$ cat src/ebc_pkg.sv
// package: address map, bus modes and carrier types of the bus controller
package bus_ctrl_pkg;
    localparam int ADDR_W = 24;
    localparam logic [23:0] SEG0_END = 24'h00ffff;
    localparam logic [23:0] SYS_RAM_LO = 24'h008000;
    localparam logic [23:0] SPEC_REG_LO = 24'h00fe00;
    localparam logic [23:0] EXT_REG_LO = 24'h00f000;
    localparam logic [23:0] EXT_REG_HI = 24'h00f1ff;
    localparam logic [23:0] DUAL_RAM_LO = 24'h00f600;
    localparam logic [23:0] DUAL_RAM_HI = 24'h00fdff;
    localparam logic [23:0] DUAL_RAM_BIT_LO = 24'h00fd00;
    localparam logic [23:0] XMEM1_HI = 24'h1fffff;
    localparam logic [23:0] CAN_LO = 24'h200000;
    localparam logic [23:0] CAN_HI = 24'h2007ff;
    localparam logic [23:0] XIO_HI = 24'h3fffff;
    localparam logic [23:0] XMEM2_HI = 24'hbeffff;
    localparam logic [23:0] FLASH_LO = 24'hc00000;
    localparam logic [23:0] FLASH_HI = 24'hc1ffff;
    localparam logic [23:0] PROG_RAM_LO = 24'he00000;
    localparam logic [23:0] PROG_RAM_HI = 24'he007ff;
    localparam logic [23:0] RES_TRAP_LO = 24'hf80000;
    localparam logic [23:0] FREG_LO = 24'hfff000;
    localparam logic [23:0] FREG_DEF_HI = 24'hfff0ff;
    localparam logic [15:0] TRAP_CODE = 16'h0a5a; // arbitrary trap pattern
    localparam logic [3:0] SEGW_MAX = 4'h7;
    localparam logic [1:0] PH_ADDR_CYC = 2'h2;
    localparam logic [1:0] PH_DATA_CYC = 2'h2;

    typedef enum logic [2:0] {
        TGT_INT = 3'h0, TGT_REGS = 3'h1, TGT_LXB = 3'h2,
        TGT_EXT = 3'h3, TGT_TRAP = 3'h4, TGT_FREG = 3'h5
    } target_t;

    typedef enum logic [1:0] {
        MODE_D16_DEMUX = 2'h0, MODE_D16_MUX = 2'h1,
        MODE_D8_MUX = 2'h2, MODE_D8_DEMUX = 2'h3
    } bus_mode_t;

    typedef struct packed {
        logic [23:0] addr;
        logic [15:0] wdata;
        logic write;
        logic word;
    } access_t;

    typedef struct packed {
        logic [23:0] base;
        logic [3:0] size_log;
        logic enable;
    } window_t;

    typedef struct packed {
        bus_mode_t mode;
        logic [1:0] wait_cyc;
        logic cs_enable;
    } region_cfg_t;
endpackage

$ cat src/ext_bus_address_decode.sv
// address decode and external bus cycle controller
module ext_bus_address_decode
    import bus_ctrl_pkg::*;
(
    input wire logic clk,
    input wire logic resetn,
    input wire logic req_valid,
    input wire access_t req,
    output logic req_ready,
    output logic rsp_valid,
    output logic [15:0] rsp_rdata,
    output logic rsp_trap,
    output logic rsp_bit_ok,
    output logic rsp_no_pipe,
    input wire logic single_chip,
    input wire logic [3:0] seg_lines,
    input wire window_t win_cfg [1:4],
    input wire region_cfg_t region_timing_cfg [0:4],
    input wire logic [15:0] int_rdata,
    input wire logic [15:0] lxb_rdata,
    input wire logic bus_reference_clock_out,
    output logic [15:0] address_port,
    output logic [7:0] segment_port,
    output logic [15:0] data_port_o,
    output logic [15:0] data_port_oe,
    input wire logic [15:0] data_port_i,
    output logic addr_latch_en,
    output logic rd_n,
    output logic wr_n,
    output logic [4:0] cs_n,
    output logic lxb_sel
);
    typedef enum logic [2:0] {
        ST_IDLE = 3'h0, ST_ADDR = 3'h1, ST_DATA = 3'h2, ST_WAIT = 3'h3, ST_DONE = 3'h4
    } state_t;

    // release through two flops so every flop leaves reset on the same edge
    logic rst_s1_q, rst_q;
    always_ff @(posedge clk or negedge resetn) begin
        if (!resetn) begin
            rst_s1_q <= 1'b0;
            rst_q <= 1'b0;
        end else begin
            rst_s1_q <= 1'b1;
            rst_q <= rst_s1_q;
        end
    end

    // link clock sampled through three flops, the rise found from the second and third
    logic clk_s1_q, clk_s2_q, clk_s3_q;
    logic [15:0] din_s1_q, din_s2_q;
    always_ff @(posedge clk or negedge rst_q) begin
        if (!rst_q) begin
            clk_s1_q <= 1'b0;
            clk_s2_q <= 1'b0;
            clk_s3_q <= 1'b0;
            din_s1_q <= 16'h0000;
            din_s2_q <= 16'h0000;
        end else begin
            clk_s1_q <= bus_reference_clock_out;
            clk_s2_q <= clk_s1_q;
            clk_s3_q <= clk_s2_q;
            din_s1_q <= data_port_i;
            din_s2_q <= din_s1_q;
        end
    end
    wire link_rise = clk_s2_q & ~clk_s3_q;

    function automatic logic in_rng(input logic [23:0] a, input logic [23:0] lo,
                                    input logic [23:0] hi);
        in_rng = (a >= lo) && (a <= hi);
    endfunction

    function automatic logic win_hit(input logic [23:0] a, input window_t w);
        logic [23:0] m;
        m = 24'hffffff << w.size_log;
        win_hit = w.enable && ((a & m) == (w.base & m));
    endfunction

    // whole 24-bit space decoded; segment = a[23:16], page = a[15:14]
    wire [23:0] a = req.addr;
    wire is_seg0 = (a <= SEG0_END);
    wire is_regs = is_seg0 && (in_rng(a, SPEC_REG_LO, SEG0_END)
                   || in_rng(a, EXT_REG_LO, EXT_REG_HI));
    wire is_intram = is_seg0 && in_rng(a, SYS_RAM_LO, SEG0_END) && !is_regs;
    wire is_bitadr = in_rng(a, DUAL_RAM_BIT_LO, DUAL_RAM_HI) || is_regs;
    wire is_can = in_rng(a, CAN_LO, CAN_HI);
    wire is_xio = (a > CAN_HI) && (a <= XIO_HI);
    wire is_xmem = (!is_seg0 && a <= XMEM1_HI) || (a < SYS_RAM_LO)
                   || (a > XIO_HI && a <= XMEM2_HI);
    wire is_pmem = in_rng(a, FLASH_LO, FLASH_HI) || in_rng(a, PROG_RAM_LO, PROG_RAM_HI);
    // flash register holes answer with a trap pattern, never stale data
    wire is_freg = (a >= FREG_LO);
    wire freg_undef = is_freg && (a > FREG_DEF_HI);
    wire is_ext = (is_xmem || is_xio) && !single_chip;
    target_t tgt;
    assign tgt = is_ext ? TGT_EXT : is_can ? TGT_LXB : (is_regs) ? TGT_REGS
               : (is_intram || is_pmem) ? TGT_INT : is_freg ? TGT_FREG : TGT_TRAP;

    // window priority: 4 > 3 > 2 > 1, default region 0
    wire [4:1] hit = {win_hit(a, win_cfg[4]), win_hit(a, win_cfg[3]),
                      win_hit(a, win_cfg[2]), win_hit(a, win_cfg[1])};
    wire [2:0] region = hit[4] ? 3'h4 : hit[3] ? 3'h3 : hit[2] ? 3'h2 : hit[1] ? 3'h1 : 3'h0;
    region_cfg_t rcfg;
    assign rcfg = region_timing_cfg[region];
    wire [3:0] segw = (seg_lines > SEGW_MAX) ? SEGW_MAX : seg_lines;
    wire [7:0] seg_mask = 8'((9'h001 << segw) - 9'h001);

    // cnt_q counts link rises of the current phase only
    state_t st_q, st_d;
    access_t acc_q;
    region_cfg_t cfg_q;
    logic [2:0] reg_q;
    logic [1:0] cnt_q;
    logic nopipe_q;

    wire is_mux = (cfg_q.mode == MODE_D16_MUX) || (cfg_q.mode == MODE_D8_MUX);
    wire is_d8 = (cfg_q.mode == MODE_D8_MUX) || (cfg_q.mode == MODE_D8_DEMUX);
    wire accept = req_valid && req_ready && (st_q == ST_IDLE);
    wire go_ext = accept && (tgt == TGT_EXT);
    wire last_wait = (cnt_q == cfg_q.wait_cyc);

    always_comb begin
        st_d = st_q;
        unique case (st_q)
            ST_IDLE: if (go_ext) st_d = ST_ADDR;
            ST_ADDR: if (link_rise && cnt_q == PH_ADDR_CYC - 2'h1) st_d = ST_WAIT;
            ST_WAIT: if (link_rise && last_wait) st_d = ST_DATA;
            ST_DATA: if (link_rise && cnt_q == PH_DATA_CYC - 2'h1) st_d = ST_DONE;
            ST_DONE: st_d = ST_IDLE;
            default: st_d = ST_IDLE;
        endcase
    end

    wire [15:0] rd_word = is_d8 ? {8'h00, din_s2_q[7:0]} : din_s2_q;

    always_ff @(posedge clk or negedge rst_q) begin
        if (!rst_q) begin
            st_q <= ST_IDLE;
            acc_q <= '0;
            cfg_q <= '0;
            reg_q <= 3'h0;
            cnt_q <= 2'h0;
            nopipe_q <= 1'b0;
        end else begin
            st_q <= st_d;
            if (st_q != st_d) cnt_q <= 2'h0;
            else if (link_rise) cnt_q <= cnt_q + 2'h1;
            if (go_ext) begin
                acc_q <= req;
                cfg_q <= rcfg; // mode taken fresh each access
                reg_q <= region;
                nopipe_q <= is_xio;
            end
        end
    end

    // outputs, all registered
    always_ff @(posedge clk or negedge rst_q) begin
        if (!rst_q) begin
            req_ready <= 1'b0;
            rsp_valid <= 1'b0;
            rsp_rdata <= 16'h0000;
            rsp_trap <= 1'b0;
            rsp_bit_ok <= 1'b0;
            rsp_no_pipe <= 1'b0;
            address_port <= 16'h0000;
            segment_port <= 8'h00;
            data_port_o <= 16'h0000;
            data_port_oe <= 16'h0000;
            addr_latch_en <= 1'b0;
            rd_n <= 1'b1;
            wr_n <= 1'b1;
            cs_n <= 5'h1f;
            lxb_sel <= 1'b0;
        end else begin
            // one access at a time; ready drops while an external cycle runs
            req_ready <= (st_d == ST_IDLE) && !go_ext;
            rsp_valid <= 1'b0;
            lxb_sel <= 1'b0;
            if (accept && tgt != TGT_EXT) begin
                rsp_valid <= 1'b1; // read and write data travel on separate paths
                rsp_trap <= (tgt == TGT_TRAP) || (tgt == TGT_FREG && freg_undef && !req.write);
                rsp_rdata <= (tgt == TGT_FREG && freg_undef) ? TRAP_CODE
                           : (tgt == TGT_LXB) ? lxb_rdata : int_rdata;
                rsp_bit_ok <= is_bitadr;
                rsp_no_pipe <= 1'b0;
                lxb_sel <= (tgt == TGT_LXB);
            end
            if (st_q == ST_ADDR) begin
                address_port <= acc_q.addr[15:0];
                segment_port <= acc_q.addr[23:16] & seg_mask;
                addr_latch_en <= 1'b1;
                if (cfg_q.cs_enable) cs_n <= ~(5'h01 << reg_q);
                data_port_o <= is_mux ? acc_q.addr[15:0] : 16'h0000;
                data_port_oe <= is_mux ? 16'hffff : 16'h0000;
            end
            if (st_q == ST_WAIT || st_q == ST_DATA) begin
                addr_latch_en <= 1'b0;
                rd_n <= acc_q.write;
                wr_n <= !acc_q.write;
                // byte access drives only the low lane
                data_port_o <= acc_q.write ? acc_q.wdata : 16'h0000;
                data_port_oe <= !acc_q.write ? 16'h0000
                              : (is_d8 || !acc_q.word) ? 16'h00ff : 16'hffff;
            end
            if (st_q == ST_DONE) begin
                rd_n <= 1'b1;
                wr_n <= 1'b1;
                cs_n <= 5'h1f;
                data_port_oe <= 16'h0000;
                rsp_valid <= 1'b1;
                rsp_trap <= 1'b0;
                rsp_bit_ok <= 1'b0;
                rsp_no_pipe <= nopipe_q;
                rsp_rdata <= acc_q.write ? 16'h0000 : rd_word;
            end
        end
    end
endmodule

$ cat config.mk
export PLATFORM = sky130hd
export DESIGN_NAME = ext_bus_address_decode
export DESIGN_NICKNAME = d
export VERILOG_FILES = /design/src/ebc_pkg.sv /design/src/ext_bus_address_decode.sv
export SDC_FILE = /design/constraint.sdc
export NUM_CORES = 1
export LEC_CHECK = 0
export BUFFER_PORTS_ARGS = -buffer_cell sky130_fd_sc_hd__buf_2
export CAP_MARGIN = 20
export CORE_MARGIN = 2
export CORE_UTILIZATION = 30
export CTS_CLUSTER_DIAMETER = 120
export DETAILED_ROUTE_END_ITERATION = 8
export MAX_ROUTING_LAYER = met4
export PLACE_DENSITY_LB_ADDON = 0.12
export SYNTH_ARGS = -nofsm -noshare
export SYNTH_HDL_FRONTEND = slang
export SYNTH_SLANG_ARGS = --single-unit
export TNS_END_PERCENT = 1
$ cat constraint.sdc
create_clock -name clk -period 5.5 [get_ports clk]
set_clock_uncertainty 0.1 [all_clocks]
set_input_delay 1.375 -clock clk [delete_from_list [all_inputs] [get_ports clk]]
set_output_delay 1.375 -clock clk [all_outputs]
set_load 0.01 [all_outputs]
==> results of run 1 <==
[layout make-up]
type | count | area (um^2) | area share
Multi-Input combinational cell | 624 | 4070 | 0.369
Antenna cell | 2 | 5.00 | 0.000453
Inverter | 14 | 53.8 | 0.00487
Timing Repair Buffer | 331 | 1710 | 0.155
Tap cell | 384 | 480 | 0.0435
Clock buffer | 17 | 425 | 0.0385
Sequential cell | 164 | 4120 | 0.372
Clock inverter | 15 | 185 | 0.0168
[layout by cell type, fill, tap and decap left out, types with 5 or more instances in the layout]
cell,netlist,routed
sky130_fd_sc_hd__nand3_1,18,18
sky130_fd_sc_hd__dfstp_2,7,7
sky130_fd_sc_hd__o211a_1,5,5
sky130_fd_sc_hd__dfrtp_1,157,156
sky130_fd_sc_hd__inv_1,13,13
sky130_fd_sc_hd__xnor2_1,64,64
sky130_fd_sc_hd__buf_2,15,325
sky130_fd_sc_hd__mux2_2,41,41
sky130_fd_sc_hd__xor2_1,34,34
sky130_fd_sc_hd__a31oi_1,11,11
sky130_fd_sc_hd__mux2i_1,8,8
sky130_fd_sc_hd__nand2_1,141,141
sky130_fd_sc_hd__nand2b_1,5,5
sky130_fd_sc_hd__nand4_1,12,12
sky130_fd_sc_hd__a22oi_1,19,19
sky130_fd_sc_hd__nor2_1,50,50
sky130_fd_sc_hd__inv_8,0,5
sky130_fd_sc_hd__a21boi_1,5,5
sky130_fd_sc_hd__a21oi_1,48,48
sky130_fd_sc_hd__a211oi_1,6,6
sky130_fd_sc_hd__clkbuf_16,0,17
sky130_fd_sc_hd__o211ai_1,5,5
sky130_fd_sc_hd__nor3_1,13,12
sky130_fd_sc_hd__o21ai_0,58,57
[power breakdown]
group	switching [mW]	internal, mW
combinational	0.795	0.637
clock	0.575	0.655
sequential	0.278	1.57
[per-stage QoR]
stage	hold slack (ns)	power (mW)
finish	0.0651	4.51
floorplan	0.231	2.72
global route	0.0820	4.82
global placement	0.0629	3.28
detailed placement	0.0628	3.32
CTS	0.0697	4.58
[state kept, by name, summed over array words and instances, names as in the netlist, 2 cells and up]
signal	cells
acc_q	41
address_port	16
data_port_o	16
din_s1_q	16
din_s2_q	16
rsp_rdata	16
segment_port	8
cfg_q	5
cs_n	5
reg_q	3
st_q	3
cnt_q	2
data_port_oe	2
[cells by family after synthesis]
kind of cell,synth area share
mux,0.0623
other cells,0.000432
simple gates,0.144
buf+inv,0.0605
fa+ha+maj,0.00691
flops,0.473
xor+xnor,0.104
compound gates,0.149
[metal layers]
| metal | GRT usage | vias to the layer above |
|---|---|---|
| li1 | - | 3568 |
| met1 | 0.252 | 3480 |
| met2 | 0.325 | 265 |
| met3 | 0.0374 | 19 |
| met4 | 0.0431 | 0 |
| met5 | - | - |
[worst max-delay path by stage]
stage,from,end,slack (ns),depth (start not counted)
finish,req[32],cnt_q[0]$_DFFE_PN0P_,1.81,9
global placement,req[32],cnt_q[1]$_DFFE_PN0P_,1.45,9
global route,req[32],cnt_q[1]$_DFFE_PN0P_,1.66,9
floorplan,rst_q$_DFF_PN0_,acc_q[0]$_DFFE_PN0P_,0.50,0
detailed placement,req[32],cnt_q[0]$_DFFE_PN0P_,1.40,9
CTS,req[32],cnt_q[0]$_DFFE_PN0P_,1.85,9
==> metrics.txt, run 1 <==
run status finished, final reports clean; final antenna-violating net count 0; global-route wire length before repair ~44 mm; endpoint required time on the critical path around 5.7 ns; leakage power summed over all cells around 5.3 nW; final layout net count roughly 1.4k; dominant cell type by area after synthesis sky130_fd_sc_hd__dfrtp_1; cell class contributing the biggest share of worst-path delay simple AND/OR/NAND/NOR gates; reg2reg setup slack about 2.7 ns; vias in the first global route between 7k and 8k; FF-to-FF Start st_q[2]$_DFF_PN0_; number of failing setup endpoints in the final timing report 0; overall die area between 30,000 and 40,000 um^2; Post-CTS Setup Inserts 0; met2 routed WL roughly 14 mm; final worst path period need 3.69 ns; DR iter-0 viols between 300 and 400; GR Overflow Total 0; net count of the mapped netlist 1,122; average wire length per cell after detail routing between 15 and 20 um; total of buffers placed on input and output ports between 300 and 400; count of synthesis-stage warnings from yosys 0; placement-stage cell area about 10,000 um^2; count of flip-flops with a built-in enable after synthesis 0; category of the worst setup path launch point input port; crit path capture type flip-flop; Fin. Hold Viols 0; final slew viol count 0; combined buffer and inverter count along the critical path 1; clock network latency to the later pin of the worst-skew pair 0.43 ns; path class of the lowest-slack min-delay path reg -> async; relative slew slack 0.231; #FFs+latches synth 164; DRT Pass-1 Iters 4; Critical Path Slowest Stage Cell sky130_fd_sc_hd__nand2b_4; largest cells by area after synthesis sky130_fd_sc_hd__dfrtp_1, sky130_fd_sc_hd__xnor2_1, sky130_fd_sc_hd__nand2_1; DRC errors left 0; cell with the most instances after synthesis sky130_fd_sc_hd__dfrtp_1; number of max-cap violations 0; final wirelength roughly 29 mm; Period Utilization, post-route 0.670; netlist area before placement 8690 um^2; row count just over 60; Design Area, Final around 11,000 um^2; top post-synthesis cells by count sky130_fd_sc_hd__dfrtp_1, sky130_fd_sc_hd__nand2_1, sky130_fd_sc_hd__xnor2_1; WL met1 between 10 and 15 mm; routed via count 7,332; asr flop ratio synth 1.00; sequential area share after synthesis 0.473; worst setup timing slack at the placement stage 1.40 ns; Crit Path Category in -> reg; number of buffers inserted during clock tree synthesis 17; maximum level of the CTS H-tree 4; proportion of layout cells with a drive suffix above 1 0.373; CTS Root Buffer Type sky130_fd_sc_hd__clkbuf_16; Vias/cell ~4.7; number of clock sinks 164; Top FF cell, synth sky130_fd_sc_hd__dfrtp_1; instance count of the mapped netlist roughly 880; total half-perimeter wirelength after legalization and detailed placement 22.4 mm; pin count of the biggest net entering global routing 152; top fanout value on the critical path between 60 and 70; largest stage delay on the critical path between 0.7 and 0.8 ns; Fill cells approximately 3.0k; average size of a mapped cell between 9 and 10 um^2; gr usage total 0.197; share of Yosys cell area claimed by the top area cell type 0.452; final core utilization 0.386; ratio of total power to cell area 408 nW/um^2; Die X-Extent ~170 um; cell-by-cell trace of the critical path buf_2 > or4_1 > o21ai_1 > a21oi_1 > o21bai_2 > nand2b_4 > nand2_1 > a21o_1 > and3_1; r2r worst-path depth 4; Max Used Layer met4; initial standard-cell utilization of the core 0.304; Least-Margin Pin Slew around 1.1 ns; Cells after DPL ~1.5k; distinct cell type count of the synthesized netlist about 80; count of instances resized after the clock tree is built 0; signal arrival time at the worst endpoint ~4 ns; io pins 326; hold buffer count at CTS 0; Final TNS setup 0 ns; placeable core area around 29,000 um^2; met3 layer wire length in the routed design approximately 1.5 mm; Peak Freq roughly 0.27 GHz; CTS Buffer Depth 2; setup slack after layout 1.81 ns; destination of the worst register-to-register timing path rsp_rdata[10]$_DFFE_PN0P_; RePlAce Congestion 0.835; clock input transition at the sequential cells of the worst setup and hold paths 0.08 ns; Die Height between 150 and 200 um; CTS tree built; area added between synthesis and finish 27.2%; initial antenna violation count 2; unrepaired setup endpoints after global routing false; count of placed standard cells in the final layout, fillers left out around 1.6k; maximum ir drop on the vdd rail ~0.23 mV
Note: power is estimated with default switching activity, not from simulation.
==> run 2, diff against run 1 <==
Settings changed: ABC_AREA set to 1.
Clock period 5.5 ns to 3.1 ns, I/O delays scaled along.
==> run 2 against run 1 <==
Net effect: first-iteration DRC count is 14% higher; global-route usage grew 1.3 points; clock-buffer cell count increased by 1; non-clock buffer count increased by 14; hold slack improved by 0.14 ns; via count grew 20%; core utilization grew 0.59 points; cell area is 5.7% higher; total power rose by 66%; area after synthesis increased by 5.0%; worst setup slack got worse by 1.2 ns; die area rose by 4.9%.
==> metrics.txt, run 2 <==
placeable core area 29,800 um^2 (+4.1%); most common library cell in the layout ignoring fill and taps sky130_fd_sc_hd__nand2_1; initial standard-cell utilization of the core 0.306 (+0.00277); Fin. Hold Viols 0 (unchanged); sequential area share after synthesis 0.451 (-0.0227); number of buffers inserted during clock tree synthesis 17 (unchanged); CTS Root Buffer Type sky130_fd_sc_hd__clkbuf_16; FF-to-FF Start st_q[2]$_DFF_PN0_; top post-synthesis cells by count sky130_fd_sc_hd__nand2_1, sky130_fd_sc_hd__dfrtp_1, sky130_fd_sc_hd__inv_1; endpoint required time on the critical path 3.38 ns (-2.33 ns); count of synthesis-stage warnings from yosys 0 (unchanged); crit path capture type flip-flop; count of instances resized after the clock tree is built 0 (unchanged); count of flip-flops with a built-in enable after synthesis 0 (unchanged); number of failing setup endpoints in the final timing report 0 (unchanged); Setup crit start req[38]; net count of the mapped netlist 1,442 (+29%); signal arrival time at the worst endpoint 2.80 ns (-1.10 ns); final layout net count 1,744 (+25%); Switching Fraction 0.354 (-0.0116); Die Height 178 um (+2.4%); ratio of total power to cell area 641 nW/um^2 (+57%); number of max-cap violations 0 (unchanged); total of buffers placed on input and output ports 325 (unchanged); run status finished, final reports clean; final slew viol count 0 (unchanged); placement-stage cell area 11,100 um^2 (+6.2%); proportion of layout cells with a drive suffix above 1 0.278 (-0.0951); Peak Freq a little under 0.4 GHz; asr flop ratio synth 1.00 (unchanged); gr usage total 0.210 (+0.0127); global-route wire length before repair 48.7 mm (+12%); GR Overflow Total 0 (unchanged); average wire length per cell after detail routing 17.0 um (-9.5%); vias in the first global route 8,640 (+17%); final worst path period need approximately 2.5 ns; largest cells by area after synthesis sky130_fd_sc_hd__dfrtp_1, sky130_fd_sc_hd__nand2_1, sky130_fd_sc_hd__inv_1; Fin Hold WS 0.202 ns (+0.137 ns); path class of the lowest-slack min-delay path reg -> async; Final TNS setup 0 ns (unchanged); DRC errors left 0 (unchanged); #FFs+latches synth 164 (unchanged); CTS Buffer Depth 2 (unchanged); Top FF cell, synth sky130_fd_sc_hd__dfrtp_1; dominant cell type by area after synthesis sky130_fd_sc_hd__dfrtp_1; top fanout value on the critical path 10 (-84%); maximum level of the CTS H-tree 4 (unchanged); cell with the most instances after synthesis sky130_fd_sc_hd__nand2_1; category of the worst setup path launch point input port; pin count of the biggest net entering global routing 63 (-59%); Int Power 4.84 mW (+69%); RePlAce Congestion 0.922 (+10%); Cells after DPL 1,870 (+23%); Crit Path Category in -> reg; worst setup timing slack at the placement stage 0.118 ns (-1.28 ns); routed via count 8,789 (+20%); CTS tree built; share of Yosys cell area claimed by the top area cell type 0.430 (-0.0217); DRT Pass-1 Iters 5 (+1); clock input transition at the sequential cells of the worst setup and hold paths 0.07 ns (about the same); final wirelength 32.4 mm (+11%); initial antenna violation count 4 (+2); Vias/cell 4.60 (-2.6%); flip-flop count of the largest register, all copies and words added 41 (unchanged); count of placed standard cells in the final layout, fillers left out 1,909 (+23%); setup slack after layout 0.576 ns (-1.24 ns); Comb pwr share 0.323 (+0.006); area added between synthesis and finish 28.0%; DR iter-0 viols 432 (+14%); netlist area before placement 9130 um^2 (+5.0%); relative slew slack 0.504 (+0.272); Design Area, Final 11,700 um^2 (+5.7%); clock network latency to the later pin of the worst-skew pair 0.43 ns (about the same); maximum ir drop on the vdd rail 0.296 mV (+28%); row count 63 (+1.6%); Die X-Extent 178 um (+2.4%); total half-perimeter wirelength after legalization and detailed placement 26.0 mm (+16%); final antenna-violating net count 0 (unchanged); io pins 326 (unchanged); average size of a mapped cell 7.62 um^2 (-23%); distinct cell type count of the synthesized netlist 47 (-40%); most frequent cells in the layout sky130_fd_sc_hd__nand2_1, sky130_fd_sc_hd__buf_2, sky130_fd_sc_hd__dfrtp_1, sky130_fd_sc_hd__inv_1, sky130_fd_sc_hd__nor2_1; relative contribution of the clock network to total power 0.281 (+0.008); Period Utilization, post-route 0.814; Least-Margin Pin Slew 0.743 ns (-0.401 ns); leakage power summed over all cells 6.21 nW (+17%); register containing the most flip-flops in the final layout acc_q; overall die area 31,800 um^2 (+4.9%); number of clock sinks 164 (unchanged); power share of the sequential group 0.396 (-0.014); unrepaired setup endpoints after global routing false; instance count of the mapped netlist 1,198 (+36%); switching pwr 2.65 mW (+61%)
[run 2: cell types whose count changed after synthesis, sizes merged, moves of 12 or more]
cell / previous run / this run
a22oi: 20 / 0
xnor2: 66 / 21
clkbuf: 32 / 15
mux2: 41 / 0
inv: 13 / 163
nor2: 50 / 103
o211ai: 5 / 17
o21ai: 60 / 115
nand3: 18 / 49
a21oi: 49 / 24
o221ai: 0 / 16
nand2: 141 / 353
o21a: 2 / 21
[run 2: timing repair]
item / 4_1_cts / 5_1_grt
hold buffers: 1 / 0
setup buffers: 0 / 0
hold endpoints to repair: 2 / 0
[run 2: cells by family after synthesis]
family | count (synthesis) | share of synthesized area
compound gates | 218 | 0.143
xor+xnor | 44 | 0.0422
fa+ha+maj | 4 | 0.00548
buf+inv | 226 | 0.109
flops | 164 | 0.451
other cells | 1 | 0.000411
simple gates | 541 | 0.250
[run 2: cell type report]
class / count / area [um^2]
fillers: 3205 / 18100
flip-flops and latches: 164 / 4120
multi-input cells: 808 / 4030
repair buffers: 345 / 1830
inverters: 164 / 616
well taps: 390 / 488
clock buffers: 18 / 429
clock inverters: 14 / 155
diodes: 6 / 15.0
[run 2: worst max-delay path, stage by stage]
cell and delay, ns:
sky130_fd_sc_hd__buf_2 0.22, sky130_fd_sc_hd__inv_1 0.14, sky130_fd_sc_hd__nand2_1 0.08, sky130_fd_sc_hd__nand2_1 0.04, sky130_fd_sc_hd__nor2_1 0.09, sky130_fd_sc_hd__nand2_1 0.09, sky130_fd_sc_hd__nor2_1 0.22, sky130_fd_sc_hd__nand2_1 0.08
sky130_fd_sc_hd__nor2_1 0.08, sky130_fd_sc_hd__nand2_1 0.22, sky130_fd_sc_hd__clkinv_1 0.11, sky130_fd_sc_hd__nand2_2 0.07, sky130_fd_sc_hd__nand2_4 0.11, sky130_fd_sc_hd__nand2_4 0.11, sky130_fd_sc_hd__nand2_1 0.09, sky130_fd_sc_hd__nand3_1 0.07
sky130_fd_sc_hd__nand3_1 0.08, sky130_fd_sc_hd__nand2_1 0.06, sky130_fd_sc_hd__nand2_1 0.05
[run 2: path summary, 6_finish.rpt]
check | endpoint | cells past startpoint | slack, ns
setup / recovery | cfg_q[2]$_DFFE_PN0P_ | 19 | 0.58
setup reg to reg | req_ready$_DFF_PN0_ | 11 | 0.94
hold / removal | rsp_rdata[11]$_DFFE_PN0P_ | 0 | 0.20
min in group clk | din_s2_q[14]$_DFF_PN0_ | 0 | 0.25
max in group asynchronous | acc_q[29]$_DFFE_PN0P_ | 1 | 1.96
hold reg to reg | rsp_rdata[11]$_DFFE_PN0P_ | 0 | 0.20
[run 2: stage by stage]
| step | utilization | power (mW) |
|---|---|---|
| floorplan | - | 4.45 |
| global placement | 0.372 | 5.43 |
| detailed placement | 0.372 | 5.46 |
| CTS | 0.391 | 7.59 |
| global route | 0.392 | 8.01 |
| finish | 0.392 | 7.49 |
[run 2: per-layer routing]
metal,part of all wire,track usage
met1,0.45,0.273
met2,0.47,0.334
met3,0.062,0.0418
met4,0.017,0.0556
met5,0,-
[run 2: power groups by stage]
| stage | combinational (mW) | sequential [mW] | clock (mW) |
|---|---|---|---|
| 4_1_cts | 2.46 | 2.97 | 2.16 |
| 6_report | 2.42 | 2.97 | 2.10 |
| 3_5_place_dp | 2.46 | 3.01 | 0 |
| 2_1_floorplan | 1.29 | 3.16 | 0 |
| 3_3_place_gp | 2.44 | 2.99 | 0 |
| 5_1_grt | 2.74 | 3.03 | 2.25 |
==> run 3, diff against run 2 <==
Settings changed: ABC_AREA 1 to 0.
Clock period 3.1 ns to 2.4 ns, I/O delays scaled along.
==> run 3 against run 2 <==
Net effect: wire length down 7.8%; cell count down 14%; sequential power rose by 40%.
==> metrics.txt, run 3 (same netlist as run 1, synthesis figures left out) <==
initial standard-cell utilization of the core 0.304 (-0.00277); Fin Hold WS 0.165 ns (-0.0366 ns); cell-by-cell trace of the critical path buf_2 > xnor2_1 > nor2_1 > o41ai_4 > a21oi_1 > or4b_1 > buf_6 > nor2b_4 > o211a_1 > a21boi_1; total half-perimeter wirelength after legalization and detailed placement 24.4 mm (-6.3%); global-route wire length before repair 45.4 mm (-6.8%); CTS Root Buffer Type sky130_fd_sc_hd__clkbuf_16; Least-Margin Pin Slew 0.539 ns (-0.204 ns); Die Height 174 um (-2.4%); Fin. Hold Viols 0 (unchanged); clock network latency to the later pin of the worst-skew pair 0.44 ns (about the same); Cells after DPL 1,608 (-14%); final wirelength 29.8 mm (-7.8%); vias in the first global route 7,751 (-10%); Period Utilization, post-route 0.966; GR Overflow Total 0 (unchanged); top fanout value on the critical path 10 (unchanged); Critical Path Slowest Stage Cell sky130_fd_sc_hd__or4b_1; final layout net count 1,487 (-15%); flip-flop count of the largest register, all copies and words added 41 (unchanged); count of placed standard cells in the final layout, fillers left out 1,642 (-14%); setup slack after layout 0.0810 ns (-0.495 ns); final antenna-violating net count 0 (unchanged); DRT Pass-1 Iters 4 (-1); path class of the lowest-slack min-delay path in -> reg; relative slew slack 0.637 (+0.133); Peak Freq approximately 0.43 GHz; ratio of total power to cell area 883 nW/um^2 (+38%); Fill cells 2,903 (-9.4%); leakage power summed over all cells 5.78 nW (-7.0%); total of buffers placed on input and output ports 325 (unchanged); DR iter-0 viols 367 (-15%); initial antenna violation count 2 (-2); largest stage delay on the critical path 0.55 ns (+0.33 ns); maximum ir drop on the vdd rail 0.501 mV (+70%); proportion of layout cells with a drive suffix above 1 0.425 (+0.147); final slew viol count 0 (unchanged); endpoint required time on the critical path 2.65 ns (-0.73 ns); final worst path period need between 2 and 2.5 ns; worst setup timing slack at the placement stage -0.519 ns (-0.636 ns); average wire length per cell after detail routing 18.2 um (+7.1%); overall die area 30,300 um^2 (-4.7%); crit path capture type flip-flop; io pins 326 (unchanged); CTS tree built; RePlAce Congestion 0.906 (-1.7%); number of failing setup endpoints in the final timing report 0 (unchanged); number of max-cap violations 0 (unchanged); pin count of the biggest net entering global routing 60 (-4.8%); clock input transition at the sequential cells of the worst setup and hold paths 0.08 ns (about the same); DRC errors left 0 (unchanged); gr usage total 0.205 (-0.00517); category of the worst setup path launch point input port; number of clock sinks 164 (unchanged); signal arrival time at the worst endpoint 2.57 ns (-0.23 ns); row count 62 (-1.6%); register containing the most flip-flops in the final layout acc_q; routed via count 7,649 (-13%); unrepaired setup endpoints after global routing true; Crit Path Category in -> reg; Die X-Extent 174 um (-2.4%); run status finished, final reports clean; area added between synthesis and finish 36.3%; most frequent cells in the layout sky130_fd_sc_hd__buf_2, sky130_fd_sc_hd__dfrtp_1, sky130_fd_sc_hd__nand2_1, sky130_fd_sc_hd__buf_4, sky130_fd_sc_hd__xnor2_1; number of buffers inserted during clock tree synthesis 17 (unchanged); Vias/cell 4.66 (+1.2%); CTS Buffer Depth 2 (unchanged); most common library cell in the layout ignoring fill and taps sky130_fd_sc_hd__buf_2; maximum level of the CTS H-tree 4 (unchanged); placeable core area 28,600 um^2 (-3.9%); final core utilization 0.414 (+0.0218)
run 3: worst max-delay path: cells and delay by family:
family	cells	cell delay (ns)
buffers and inverters	2	0.29
AND/OR/NAND/NOR	3	0.78
XOR/XNOR	1	0.18
AO/OA/AOI/OAI	4	0.71
run 3: metrics by stage:
step | power, mW | area, um^2 | TNS [ns]
detailed placement | 7.77 | 11200 | -23.51
CTS | 10.6 | 11800 | 0
finish | 10.5 | 11800 | 0
global route | 11.2 | 11800 | -0.0938
floorplan | 6.24 | 8690 | -14.27
global placement | 7.73 | 11200 | -24.07
run 3: layout make-up:
| type | instances | area (um^2) | area share |
|---|---|---|---|
| inverter | 14 | 53.8 | 0.00454 |
| antenna | 2 | 5.00 | 0.000423 |
| timing repair buffer | 422 | 2450 | 0.207 |
| multi-input combinational | 624 | 4130 | 0.349 |
| sequential | 164 | 4120 | 0.348 |
| clock buffer | 17 | 425 | 0.0359 |
| tap | 384 | 480 | 0.0406 |
| clock inverter | 15 | 179 | 0.0151 |
run 3: worst paths after layout:
| path | from | end | slack [ns] | cells after the start |
|---|---|---|---|---|
| min reg2reg | rst_q$_DFF_PN0_ | din_s1_q[3]$_DFF_PN0_ | 0.22 | 0 |
| max | req[19] | cfg_q[3]$_DFFE_PN0P_ | 0.08 | 10 |
| min | data_port_i[10] | din_s1_q[10]$_DFF_PN0_ | 0.17 | 1 |
| max reg2reg | st_q[0]$_DFF_PN0_ | address_port[9]$_DFFE_PN0P_ | 0.47 | 6 |
| max in group asynchronous | rst_q$_DFF_PN0_ | address_port[12]$_DFFE_PN0P_ | 1.24 | 1 |
| min in group asynchronous | rst_q$_DFF_PN0_ | din_s1_q[3]$_DFF_PN0_ | 0.22 | 0 |
run 3: routing by layer:
layer | track usage | vias up | share of wire
met4 | 0.0497 | 0 | 0.014
met2 | 0.331 | 250 | 0.48
met5 | - | - | 0
met3 | 0.0400 | 25 | 0.049
met1 | 0.264 | 3617 | 0.45
li1 | - | 3757 | -
run 3: power breakdown:
group / total, mW / switching [mW] / internal (mW) / leakage, nW
clock: 2.79 / 1.29 / 1.50 / 0.295
sequential: 4.17 / 0.565 / 3.60 / 2.06
combinational: 3.49 / 1.92 / 1.57 / 3.43
total: 10.5 / 3.78 / 6.67 / 5.78
run 3: repair_timing:
item	CTS	global route
setup buffers	0	1
endpoints found under the hold margin	2	0
setup endpoints to repair	5	13
resized for setup	3	10
pin swaps	0	6
hold buffers	1	0
